<file path="src/dcs_pkg.sv">
/*
  Shared constants and types of the DDR command scheduler.
  Assumes a single controller clock of 20 MHz.
*/
package dcs_pkg;
  localparam int POOL_DEPTH       = 8;
  localparam int ADDR_W           = 28;
  localparam int BANK_W           = 3;
  localparam int LEN_W            = 7;
  localparam int MAX_BURST        = 127;
  localparam int MM_MAX_BURST     = 64;
  localparam int TAG_W            = 3;
  localparam int ACT_WINDOW_COUNT = 4;
  localparam int CLK_PERIOD_NS    = 50;
  localparam int FAW_NS           = 400;
  localparam int RRD_NS           = 100;
  localparam int FAW_CYC          = (FAW_NS + CLK_PERIOD_NS - 1) / CLK_PERIOD_NS;
  localparam int RRD_CYC          = (RRD_NS + CLK_PERIOD_NS - 1) / CLK_PERIOD_NS;
  localparam int STARVE_CYC       = 64;
  localparam int REFRESH_CYC      = 156;
  localparam int IDLE_PD_CYC      = 32;
  localparam int WRITE_LAT_CYC    = 2;
  localparam logic [1:0] BL_DDR3  = 2'h2;
  localparam logic [1:0] BL_LP3   = 2'h2;
  localparam int CFG_W            = 8;
  localparam int CFG_MM_BIT       = 0;
  localparam int CFG_QRATE_BIT    = 1;
  localparam int CFG_QUASI_BIT    = 2;
  localparam int CFG_LPDDR3_BIT   = 3;
  localparam int CFG_PD_EN_BIT    = 4;

  typedef enum logic [2:0] {
    DCS_CMD_NOP, DCS_CMD_ACT, DCS_CMD_PRE, DCS_CMD_RD, DCS_CMD_WR,
    DCS_CMD_REF, DCS_CMD_PDE, DCS_CMD_PDX
  } dcs_cmd_e;

  typedef struct packed {
    logic              is_wr;
    logic              rmw;
    logic              prio;
    logic [ADDR_W-1:0] addr;
  } dcs_req_s;
endpackage

</file>
<file path="src/dcs_tbp_if.sv">
/*
  Interface carrying the pool entry table from the pool to the arbiter.
  Assumes both ends share clk_sys.
*/
`timescale 1ns/1ns
interface dcs_tbp_if;
  import dcs_pkg::*;
  logic                  valid [POOL_DEPTH];
  logic                  ready [POOL_DEPTH];
  logic                  row_open [POOL_DEPTH];
  dcs_req_s              req   [POOL_DEPTH];
  logic [POOL_DEPTH-1:0] age_old;
  logic                  issue_col;
  logic                  issue_row;
  logic [TAG_W-1:0]      col_idx;
  logic [TAG_W-1:0]      row_idx;
  modport pool (output valid, ready, row_open, req, age_old,
                input issue_col, issue_row, col_idx, row_idx);
  modport arb  (input valid, ready, row_open, req, age_old,
                output issue_col, issue_row, col_idx, row_idx);
endinterface

</file>
<file path="src/dcs_arb.sv">
/*
  Arbiter picking one row command among valid entries and one column command among ready ones.
  Assumes the global timer gates activates through act_ok.
*/
`timescale 1ns/1ns
module dcs_arb
  import dcs_pkg::*;
(
  input  wire logic clk_sys,
  input  wire logic rst,
  input  wire logic ce,
  input  wire logic act_ok,
  input  wire logic hold,
  input  wire logic quasi,
  dcs_tbp_if.arb    tbp
);
  logic [TAG_W-1:0] rr;

  // Lower score wins: starved, then priority, then round-robin order
  function automatic logic [1:0] rank(input logic old, input logic pri);
    return old ? 2'h0 : (pri ? 2'h1 : 2'h2);
  endfunction

  always_comb begin
    logic [1:0]       best_c;
    logic [1:0]       best_r;
    logic [TAG_W-1:0] k;
    best_c = 2'h3;
    best_r = 2'h3;
    k = '0;
    tbp.issue_col = 1'b0;
    tbp.issue_row = 1'b0;
    tbp.col_idx   = '0;
    tbp.row_idx   = '0;
    for (int i = 0; i < POOL_DEPTH; i++) begin
      k = rr + TAG_W'(i);
      if (!hold && tbp.ready[k] && tbp.row_open[k] &&
          rank(tbp.age_old[k], tbp.req[k].prio) < best_c) begin
        best_c = rank(tbp.age_old[k], tbp.req[k].prio);
        tbp.issue_col = 1'b1;
        tbp.col_idx   = k;
      end
      if (!hold && act_ok && tbp.valid[k] && !tbp.row_open[k] &&
          rank(tbp.age_old[k], tbp.req[k].prio) < best_r) begin
        best_r = rank(tbp.age_old[k], tbp.req[k].prio);
        tbp.issue_row = 1'b1;
        tbp.row_idx   = k;
      end
    end
    // Quasi modes pair a row with a column in one cycle; otherwise one per
    // cycle, column first. A row still goes alone when no column is ready,
    // since columns wait on open rows and the pool would never drain.
    if (!quasi && tbp.issue_col)
      tbp.issue_row = 1'b0;
  end

  always_ff @(posedge clk_sys or posedge rst) begin
    if (rst)
      rr <= '0;
    else if (ce && tbp.issue_col)
      rr <= tbp.col_idx + TAG_W'(1);
  end
endmodule

</file>
<file path="src/dcs_pool.sv">
/*
  Eight-entry scoreboard tracking outstanding commands and hazards.
  Assumes one allocation per cycle and the arbiter's issue strobes.
*/
`timescale 1ns/1ns
module dcs_pool
  import dcs_pkg::*;
(
  input  wire logic     clk_sys,
  input  wire logic     rst,
  input  wire logic     ce,
  input  wire logic     alloc,
  input  wire dcs_req_s alloc_req,
  output logic          full,
  dcs_tbp_if.pool       tbp
);
  logic                  vld   [POOL_DEPTH];
  logic                  opn   [POOL_DEPTH];
  logic [7:0]            age   [POOL_DEPTH];
  logic [POOL_DEPTH-1:0] older [POOL_DEPTH];
  logic [TAG_W-1:0]      free_idx;
  logic                  any_free;

  always_comb begin
    any_free = 1'b0;
    free_idx = '0;
    for (int i = POOL_DEPTH - 1; i >= 0; i--) begin
      if (!vld[i]) begin
        any_free = 1'b1;
        free_idx = TAG_W'(i);
      end
    end
  end
  assign full = !any_free;

  genvar g;
  generate
    for (g = 0; g < POOL_DEPTH; g++) begin : g_ent
      logic hazard;
      always_comb begin
        hazard = 1'b0;
        for (int j = 0; j < POOL_DEPTH; j++) begin
          // Same location, older, and at least one a write
          if (vld[j] && older[g][j] && tbp.req[j].addr == tbp.req[g].addr &&
              (tbp.req[j].is_wr || tbp.req[g].is_wr))
            hazard = 1'b1;
        end
      end
      always_ff @(posedge clk_sys or posedge rst) begin
        if (rst) begin
          vld[g]   <= 1'b0;
          opn[g]   <= 1'b0;
          age[g]   <= 8'h00;
          older[g] <= '0;
        end else if (ce) begin
          if (alloc && any_free && free_idx == TAG_W'(g)) begin
            vld[g] <= 1'b1;
            opn[g] <= 1'b0;
            age[g] <= 8'h00;
            for (int j = 0; j < POOL_DEPTH; j++)
              older[g][j] <= vld[j];
          end else if (vld[g]) begin
            if (age[g] != 8'hff)
              age[g] <= age[g] + 8'h01;
            if (tbp.issue_row && tbp.row_idx == TAG_W'(g))
              opn[g] <= 1'b1;
            if (tbp.issue_col && tbp.col_idx == TAG_W'(g))
              vld[g] <= 1'b0;
          end
          for (int j = 0; j < POOL_DEPTH; j++)
            if (tbp.issue_col && tbp.col_idx == TAG_W'(j))
              older[g][j] <= 1'b0;
        end
      end
      always_ff @(posedge clk_sys or posedge rst) begin
        if (rst)
          tbp.req[g] <= '0;
        else if (ce && alloc && any_free && free_idx == TAG_W'(g))
          tbp.req[g] <= alloc_req;
      end
      assign tbp.valid[g]    = vld[g];
      assign tbp.row_open[g] = opn[g];
      assign tbp.ready[g]    = vld[g] && !hazard;
      assign tbp.age_old[g]  = age[g] >= 8'(STARVE_CYC);
    end
  endgenerate
endmodule

</file>
<file path="src/dcs_top.sv">
/*
  DDR command scheduler: input port, burst split, pool, arbiter, timer,
  sideband refresh/power down, write data timing and PHY command port.
  Assumes configuration bits arrive from a separate register host.
*/
`timescale 1ns/1ns
module dcs_top
  import dcs_pkg::*;
#(
  parameter int BUF_AW = 4
) (
  input  wire logic              clk_sys,
  input  wire logic              rst,
  input  wire logic              ce,
  input  wire logic [CFG_W-1:0]  cfg_wdata,
  input  wire logic              cfg_we,
  output logic [CFG_W-1:0]       cfg_rdata,
  output logic [15:0]            dbg_bus,
  input  wire logic              usr_valid,
  output logic                   usr_ready,
  input  wire logic              usr_is_wr,
  input  wire logic              usr_partial,
  input  wire logic              usr_prio,
  input  wire logic [ADDR_W-1:0] usr_addr,
  input  wire logic [LEN_W-1:0]  usr_len,
  output logic                   usr_stall,
  input  wire logic              usr_wdata_valid,
  output logic [BUF_AW-1:0]      wbuf_fill_ptr,
  output logic [BUF_AW-1:0]      wbuf_drain_ptr,
  output logic [BUF_AW-1:0]      rbuf_fill_ptr,
  output logic [BUF_AW-1:0]      rbuf_drain_ptr,
  output logic                   rd_data_valid,
  input  wire logic              phy_rdata_valid,
  output logic [2:0]             phy_cmd,
  output logic [ADDR_W-1:0]      phy_addr,
  output logic                   phy_wdata_valid,
  output logic                   phy_cke
);
  dcs_tbp_if tbp();

  logic [CFG_W-1:0]  cfg;
  logic              pool_full;
  logic              alloc;
  dcs_req_s          alloc_req;
  logic              act_ok;
  logic              side_hold;

  // Config host: every bit writable and read back
  always_ff @(posedge clk_sys or posedge rst) begin
    if (rst)
      cfg <= '0;
    else if (ce && cfg_we)
      cfg <= cfg_wdata;
  end
  assign cfg_rdata = cfg;

  // Burst adapter and generator state
  typedef enum logic [1:0] {DCS_G_IDLE, DCS_G_SPLIT, DCS_G_RMW_WR} dcs_gen_e;
  dcs_gen_e         gst;
  logic [ADDR_W-1:0] g_addr;
  logic [LEN_W-1:0]  g_left;
  logic              g_wr;
  logic              g_part;
  logic              g_prio;
  logic [LEN_W-1:0]  max_len;
  logic [1:0]        bl_step;

  assign bl_step = cfg[CFG_LPDDR3_BIT] ? BL_LP3 : BL_DDR3;
  // Strict memory-mapped mode limits accepted bursts
  assign max_len = cfg[CFG_MM_BIT] ? LEN_W'(MM_MAX_BURST) : LEN_W'(MAX_BURST);

  // Streaming takes a beat on valid; adapter mode also waits for full len
  assign usr_ready = (gst == DCS_G_IDLE) && !pool_full &&
                     (!cfg[CFG_MM_BIT] || usr_len != '0);
  assign usr_stall = pool_full;

  always_comb begin
    alloc     = 1'b0;
    alloc_req = '0;
    unique case (gst)
      DCS_G_IDLE: begin
        alloc = 1'b0;
      end
      DCS_G_SPLIT: begin
        alloc          = !pool_full;
        alloc_req.addr = g_addr;
        alloc_req.prio = g_prio;
        // Partial write reads first
        alloc_req.is_wr = g_wr && !g_part;
        alloc_req.rmw   = g_part;
      end
      DCS_G_RMW_WR: begin
        alloc           = !pool_full;
        alloc_req.addr  = g_addr;
        alloc_req.prio  = g_prio;
        alloc_req.is_wr = 1'b1;
        alloc_req.rmw   = 1'b1;
      end
    endcase
  end

  always_ff @(posedge clk_sys or posedge rst) begin
    if (rst) begin
      gst    <= DCS_G_IDLE;
      g_addr <= '0;
      g_left <= '0;
      g_wr   <= 1'b0;
      g_part <= 1'b0;
      g_prio <= 1'b0;
    end else if (ce) begin
      unique case (gst)
        DCS_G_IDLE: begin
          if (usr_valid && usr_ready && usr_len <= max_len) begin
            gst    <= DCS_G_SPLIT;
            g_addr <= usr_addr;
            g_left <= (usr_len == '0) ? LEN_W'(1) : usr_len;
            g_wr   <= usr_is_wr;
            g_part <= usr_is_wr && usr_partial;
            g_prio <= usr_prio;
          end
        end
        DCS_G_SPLIT: begin
          if (!pool_full) begin
            if (g_part) begin
              gst <= DCS_G_RMW_WR;
            end else if (g_left <= LEN_W'(bl_step)) begin
              gst <= DCS_G_IDLE;
            end else begin
              g_left <= g_left - LEN_W'(bl_step);
              g_addr <= g_addr + ADDR_W'(bl_step);
            end
          end
        end
        DCS_G_RMW_WR: begin
          if (!pool_full) begin
            if (g_left <= LEN_W'(bl_step)) begin
              gst <= DCS_G_IDLE;
            end else begin
              gst    <= DCS_G_SPLIT;
              g_left <= g_left - LEN_W'(bl_step);
              g_addr <= g_addr + ADDR_W'(bl_step);
            end
          end
        end
      endcase
    end
  end

  dcs_pool u_pool (
    .clk_sys   (clk_sys),
    .rst       (rst),
    .ce        (ce),
    .alloc     (alloc),
    .alloc_req (alloc_req),
    .full      (pool_full),
    .tbp       (tbp)
  );

  dcs_arb u_arb (
    .clk_sys (clk_sys),
    .rst     (rst),
    .ce      (ce),
    .act_ok  (act_ok),
    .hold    (side_hold),
    .quasi   (cfg[CFG_QUASI_BIT]),
    .tbp     (tbp)
  );

  // Global timer: activate history shift and spacing counter
  logic [7:0] rrd_cnt;
  logic [7:0] faw_age [ACT_WINDOW_COUNT];
  logic       faw_busy;

  assign faw_busy = faw_age[ACT_WINDOW_COUNT-1] != 8'h00;
  assign act_ok   = (rrd_cnt == 8'h00) && !faw_busy;

  always_ff @(posedge clk_sys or posedge rst) begin
    if (rst) begin
      rrd_cnt <= 8'h00;
      for (int i = 0; i < ACT_WINDOW_COUNT; i++)
        faw_age[i] <= 8'h00;
    end else if (ce) begin
      if (tbp.issue_row) begin
        rrd_cnt <= 8'(RRD_CYC - 1);
        faw_age[0] <= 8'(FAW_CYC - 1);
        for (int i = 1; i < ACT_WINDOW_COUNT; i++)
          faw_age[i] <= (faw_age[i-1] > 8'h01) ? faw_age[i-1] - 8'h01 : 8'h00;
      end else begin
        if (rrd_cnt != 8'h00)
          rrd_cnt <= rrd_cnt - 8'h01;
        for (int i = 0; i < ACT_WINDOW_COUNT; i++)
          if (faw_age[i] != 8'h00)
            faw_age[i] <= faw_age[i] - 8'h01;
      end
    end
  end

  // Sideband: refresh interval and idle power down
  typedef enum logic [1:0] {DCS_S_RUN, DCS_S_REF, DCS_S_PD} dcs_side_e;
  dcs_side_e  sst;
  logic [7:0] ref_cnt;
  logic [7:0] idle_cnt;
  logic       pool_empty;
  logic       side_ref;
  logic       side_pde;
  logic       side_pdx;

  always_comb begin
    pool_empty = 1'b1;
    for (int i = 0; i < POOL_DEPTH; i++)
      if (tbp.valid[i])
        pool_empty = 1'b0;
  end

  // Refresh waits for an empty pool; issue goes on meanwhile so it can empty
  assign side_ref  = (sst == DCS_S_RUN) && ref_cnt == 8'h00 && pool_empty;
  assign side_pde  = (sst == DCS_S_RUN) && !side_ref && cfg[CFG_PD_EN_BIT] &&
                     idle_cnt == 8'(IDLE_PD_CYC) && !usr_valid;
  assign side_pdx  = (sst == DCS_S_PD) && (usr_valid || ref_cnt == 8'h00);
  assign side_hold = (sst != DCS_S_RUN);

  always_ff @(posedge clk_sys or posedge rst) begin
    if (rst) begin
      sst      <= DCS_S_RUN;
      ref_cnt  <= 8'(REFRESH_CYC);
      idle_cnt <= 8'h00;
    end else if (ce) begin
      if (side_ref)
        ref_cnt <= 8'(REFRESH_CYC);
      else if (ref_cnt != 8'h00)
        ref_cnt <= ref_cnt - 8'h01;
      if (!pool_empty || usr_valid || sst != DCS_S_RUN)
        idle_cnt <= 8'h00;
      else if (idle_cnt != 8'(IDLE_PD_CYC))
        idle_cnt <= idle_cnt + 8'h01;
      unique case (sst)
        DCS_S_RUN: begin
          if (side_ref)
            sst <= DCS_S_REF;
          else if (side_pde)
            sst <= DCS_S_PD;
        end
        DCS_S_REF: sst <= DCS_S_RUN;
        DCS_S_PD:  if (side_pdx) sst <= DCS_S_RUN;
      endcase
    end
  end

  // PHY-side command port, registered
  always_ff @(posedge clk_sys or posedge rst) begin
    if (rst) begin
      phy_cmd  <= 3'(DCS_CMD_NOP);
      phy_addr <= '0;
      phy_cke  <= 1'b1;
    end else if (ce) begin
      phy_cke <= !(side_pde || (sst == DCS_S_PD && !side_pdx));
      if (side_ref) begin
        phy_cmd <= 3'(DCS_CMD_REF);
      end else if (side_pde) begin
        phy_cmd <= 3'(DCS_CMD_PDE);
      end else if (side_pdx) begin
        phy_cmd <= 3'(DCS_CMD_PDX);
      end else if (tbp.issue_col) begin
        phy_cmd  <= tbp.req[tbp.col_idx].is_wr ? 3'(DCS_CMD_WR) : 3'(DCS_CMD_RD);
        phy_addr <= tbp.req[tbp.col_idx].addr;
      end else if (tbp.issue_row) begin
        phy_cmd  <= 3'(DCS_CMD_ACT);
        phy_addr <= tbp.req[tbp.row_idx].addr;
      end else begin
        phy_cmd <= 3'(DCS_CMD_NOP);
      end
    end
  end

  // Data buffer pointers and write latency pipe
  logic                     wr_issue;
  logic                     rd_issue;
  logic [WRITE_LAT_CYC-1:0] wl_pipe;

  assign wr_issue = tbp.issue_col && tbp.req[tbp.col_idx].is_wr;
  assign rd_issue = tbp.issue_col && !tbp.req[tbp.col_idx].is_wr;

  always_ff @(posedge clk_sys or posedge rst) begin
    if (rst) begin
      wbuf_fill_ptr  <= '0;
      wbuf_drain_ptr <= '0;
      rbuf_fill_ptr  <= '0;
      rbuf_drain_ptr <= '0;
      rd_data_valid  <= 1'b0;
    end else if (ce) begin
      if (usr_wdata_valid)
        wbuf_fill_ptr <= wbuf_fill_ptr + BUF_AW'(1);
      if (wl_pipe[WRITE_LAT_CYC-1])
        wbuf_drain_ptr <= wbuf_drain_ptr + BUF_AW'(1);
      if (phy_rdata_valid)
        rbuf_fill_ptr <= rbuf_fill_ptr + BUF_AW'(1);
      rd_data_valid <= rbuf_fill_ptr != rbuf_drain_ptr;
      if (rbuf_fill_ptr != rbuf_drain_ptr)
        rbuf_drain_ptr <= rbuf_drain_ptr + BUF_AW'(1);
    end
  end

  always_ff @(posedge clk_sys or posedge rst) begin
    if (rst) begin
      wl_pipe         <= '0;
      phy_wdata_valid <= 1'b0;
    end else if (ce) begin
      wl_pipe         <= {wl_pipe[WRITE_LAT_CYC-2:0], wr_issue};
      phy_wdata_valid <= wl_pipe[WRITE_LAT_CYC-1];
    end
  end

  // Debug bus, registered status snapshot on its own port
  always_ff @(posedge clk_sys or posedge rst) begin
    if (rst)
      dbg_bus <= '0;
    else if (ce)
      dbg_bus <= {pool_full, pool_empty, act_ok, rd_issue, 2'(gst), 2'(sst),
                  rrd_cnt};
  end
endmodule

</file>
<file path="config.mk">
export PLATFORM = sky130hd
export DESIGN_NAME = dcs_top
export DESIGN_NICKNAME = d
export VERILOG_FILES = /design/src/dcs_pkg.sv /design/src/dcs_tbp_if.sv /design/src/dcs_arb.sv /design/src/dcs_pool.sv /design/src/dcs_top.sv
export SDC_FILE = /design/constraint.sdc
export NUM_CORES = 2
export LEC_CHECK = 0
export BUFFER_PORTS_ARGS = -buffer_cell sky130_fd_sc_hd__buf_2
export CORE_UTILIZATION = 55
export CTS_CLUSTER_SIZE = 20
export DETAILED_ROUTE_END_ITERATION = 8
export HOLD_SLACK_MARGIN = 0.12
export PLACE_DENSITY = 0.72
export REMOVE_ABC_BUFFERS = 1
export SKIP_LAST_GASP = 1
export SYNTH_ARGS = -nofsm -noshare
export SYNTH_HDL_FRONTEND = slang
export SYNTH_SLANG_ARGS = --single-unit
</file>
<file path="constraint.sdc">
create_clock -name clk_sys -period 24.8 [get_ports clk_sys]
set_clock_uncertainty 0.2 [all_clocks]
set_input_delay 1.24 -clock clk_sys [delete_from_list [all_inputs] [get_ports clk_sys]]
set_output_delay 1.24 -clock clk_sys [all_outputs]
set_load 0.1 [all_outputs]
</file>
==> flow_summary.toml <==
[run_status]
outcome = "finished with violations"
violations = "capacitance limit, slew limit"

[pwr]
switching_power_mw = 4.63
leakage_nw = 22.0
p_int_mw = 3.21
p_per_area_nw_per_um2 = 171
power_mw = 7.84
ir_drop_v = 0.000195
sw_frac_of_total_pct = 59.1
comb_power_share_pct = 61.0
pwr-share-seq_pct = 26.4
p_clk_share_pct = 12.5

[floorplan]
core-area_um2 = 77500
die-area_um2 = 79400
die_w_um = 282
initial_utilization_pct = 55.6
rows = 102
fp.dieH_um = 282
io_pins = 129

[grt]
antenna_found_initial = 8
grt_max_degree = 109
grt_overflow = 0
grt_usage_pct = 52.9
grt_pass1_vias = 39000
grt_pass1_wl_um = 296000

[synth]
syn_inst = 5021
synth.avg_cell_area_um2 = 8.58
synth_ff_type = "dfrtp_1"
yosys.cell_types.count = 124
ys_warn_count = 0
ys_seq_area_share_pct = 32.6
synth_seq_cells = 561
synth-edff-count = 0
synth.cell_area_um2 = 43100
async_reset_ff_share_pct = 100

[clock_network]
cts_max_level = 2
worstSkewPairLatency_ns = 0.68
ctsHoldBuffers = 0
clock_path_buffers = 3
path_clk_slew_ns = 0.06
cts_setup_buffers = 0
cts_tree = "built"
cts_resized = 0
cts-root-buf = "clkbuf_16"
cts_made_buffers = 61
cts_num_sinks = 561

[setup_path]
end_kind = "flop"
max_stage_delay_ns = 0.89
critPathLaunchType = "flop"
critPathArrivalTime_ns = 14.29
required_ns = 25.13
path_max_fanout = 54
slowest_stage = "buf_4"
crit_top_cell = "ha_1"
criticalPathCategory = "flop to flop"

[sta]
relSlewSlack_pct = -1.42
fin_setup_tns_ns = 0
grt_setup_unrepaired = "false"
period_needed_ns = 13.96
fmax_mhz = 71.6
slew_viol_final = 3
setup_viol = 0
fin_crit_sh_pct = 56.3
hold_violations = 0
worstMarginPinSlew_ns = 1.51

[route]
vias = 42600
dr.pass1.iters = 7
antenna_left = 0
wl_per_cell_um = 35.4
drc = 0
vias_per_cell = 7.09
wirelength_um = 213000
drtIter0Drc = 7301

[min_path]
min_path_type = "flop to flop"

[placed_design]
place.port_buffers = 128
routabilityCongestion = 1.19
hpwl_um = 149000

[finish]
drive_gt1_share_pct = 11.0
fillers = 6837
finalNetCount = 5020
area_growth_syn_to_layout_pct = 6.61

[run]
max_cap_violations = 4
==> final timing paths <==
| check | from | to | slack [ns] | depth (start not counted) |
|---|---|---|---|---|
| worst min-delay path | wbuf_drain_ptr[3]$_DFFE_PP0P_ | wbuf_drain_ptr[3]$_DFFE_PP0P_ | 0.26 | 1 |
| min in group asynchronous | rst | g_addr[17]$_DFFE_PP0P_ | 0.48 | 2 |
| worst max register to register | u_arb.rr[0]$_DFFE_PP0P_ | phy_addr[20]$_DFFE_PP0P_ | 10.84 | 47 |
| worst max-delay path | u_arb.rr[0]$_DFFE_PP0P_ | phy_addr[20]$_DFFE_PP0P_ | 10.84 | 47 |
| max in group asynchronous | rst | faw_age[15]$_DFFE_PP0P_ | 20.63 | 5 |
| worst min register to register | wbuf_drain_ptr[3]$_DFFE_PP0P_ | wbuf_drain_ptr[3]$_DFFE_PP0P_ | 0.26 | 1 |
==> stage by stage <==
stage,worst slack [ns],cell area [µm²],utilization [%],hold WS [ns],cells
after floorplan,5.01,40600,-,0.243,4575
after global placement,11.68,43800,56.5,0.255,5889
after detailed placement,11.30,43800,56.5,0.256,5889
after CTS,11.24,45900,59.2,0.267,6002
after global routing,10.13,45900,59.3,0.276,6004
final,10.84,45900,59.3,0.264,6012
==> state kept, by name, summed over array words and instances, names as in the netlist, 4 cells and up <==
register and flops:
u_pool.tbp.req 240, u_pool.age 64, u_pool.older 64, faw_age 32, g_addr 28, phy_addr 28, dbg_bus 16, cfg_rdata 8
idle_cnt 8, ref_cnt 8, rrd_cnt 8, u_pool.tbp.row_open 8, u_pool.tbp.valid 8, g_left 7, rbuf_drain_ptr 4, rbuf_fill_ptr 4
wbuf_drain_ptr 4, wbuf_fill_ptr 4
==> final cells by class <==
cell class / instances / area, µm² / share of cell area [%]
diodes: 10 / 25.0 / 0.0545
clock buffers: 90 / 1790 / 3.89
clock inverters: 23 / 357 / 0.777
inverters: 97 / 379 / 0.826
multi-input cells: 3917 / 26300 / 57.2
flip-flops and latches: 561 / 14000 / 30.6
well taps: 1040 / 1300 / 2.83
repair buffers: 274 / 1740 / 3.79
==> cell usage after synthesis (11+ instances only) <==
| cell type | count | area (µm²) |
|---|---|---|
| mux2_2 | 37 | 417 |
| buf_4 | 66 | 495 |
| and3_1 | 42 | 263 |
| o2111ai_1 | 14 | 123 |
| nand3_1 | 178 | 891 |
| a21oi_1 | 143 | 716 |
| a32oi_1 | 32 | 280 |
| mux4_2 | 29 | 653 |
| clkbuf_1 | 122 | 458 |
| o21ai_0 | 397 | 1990 |
| buf_1 | 16 | 60.1 |
| a31oi_1 | 13 | 81.3 |
| nor2_1 | 235 | 882 |
| nor2b_1 | 17 | 106 |
| nor3b_1 | 11 | 82.6 |
| nand2_1 | 736 | 2760 |
| dfrtp_1 | 556 | 13900 |
| o211ai_1 | 27 | 203 |
| mux2i_1 | 225 | 2250 |
| buf_2 | 212 | 1060 |
| a41o_1 | 20 | 200 |
| nor3_1 | 81 | 405 |
| xor2_1 | 602 | 5270 |
| a22oi_1 | 36 | 270 |
| xnor2_1 | 266 | 2330 |
| or2_2 | 12 | 75.1 |
| buf_6 | 17 | 191 |
| o22ai_1 | 92 | 576 |
| o31ai_1 | 14 | 105 |
| nor4_1 | 175 | 1090 |
| and2_1 | 15 | 93.8 |
| inv_1 | 91 | 342 |
| o21ai_1 | 24 | 120 |
| nand2b_1 | 17 | 106 |
| ha_1 | 55 | 688 |
| nand4_1 | 132 | 826 |
| or3_1 | 25 | 156 |
| a2111oi_0 | 11 | 96.3 |
==> cell usage in the layout, fill, tap and decap left out, types with 90 or more instances in the layout <==
cell,synthesis,routed
o22ai_1,92,92
inv_1,91,90
xor2_1,602,602
nand2_1,736,735
a21oi_1,143,142
o21ai_0,397,397
xnor2_1,266,266
buf_4,66,147
nand3_1,178,175
mux2i_1,225,225
dfrtp_1,556,555
nand4_1,132,132
nor4_1,175,175
buf_2,212,127
nor2_1,235,235
==> power by group through the flow <==
stage,registers (mW),logic [mW],clock network [mW]
after floorplan,2.09,2.27,0
after global placement,1.99,4.44,0
after detailed placement,2.00,4.44,0
after CTS,1.99,4.46,0.986
after global routing,2.03,4.87,1.02
final,2.07,4.78,0.984
==> worst max-delay path, delay by kind of cell, from the launching register on <==
| kind | cells | cell delay (ns) |
|---|---|---|
| AOI/OAI and AO/OA | 15 | 3.08 |
| and+or+nand+nor | 13 | 4.06 |
| adders and majority gates | 7 | 1.52 |
| muxes | 7 | 2.09 |
| DFF | 1 | 0.36 |
| buffers and inverters | 5 | 2.41 |
==> per-layer routing <==
metal | vias up | GRT usage, % | wire length [µm]
met1 | 20600 | 69.3 | 79700
met4 | 12 | 30.5 | 15800
li1 | 17400 | - | -
met3 | 882 | 25.2 | 36300
met5 | - | 1.28 | 223
met2 | 3722 | 70.2 | 81100
==> kinds of logic (layout without fill, tap and decap cells) <==
logic type                 after synthesis  after routing  share of synthesized area [%]
buffers and inverters                  543            484                           6.60
AOI/OAI and AO/OA                      948            948                           13.9
and+or+nand+nor                       1745           1745                           19.5
xor gates and xnor gates               868            868                           17.6
DFF                                    561            561                           32.6
other                                    0             10                              0
adders and majority gates               55             55                           1.60
muxes                                  301            301                           8.14
(Power assumes the default switching activity.)
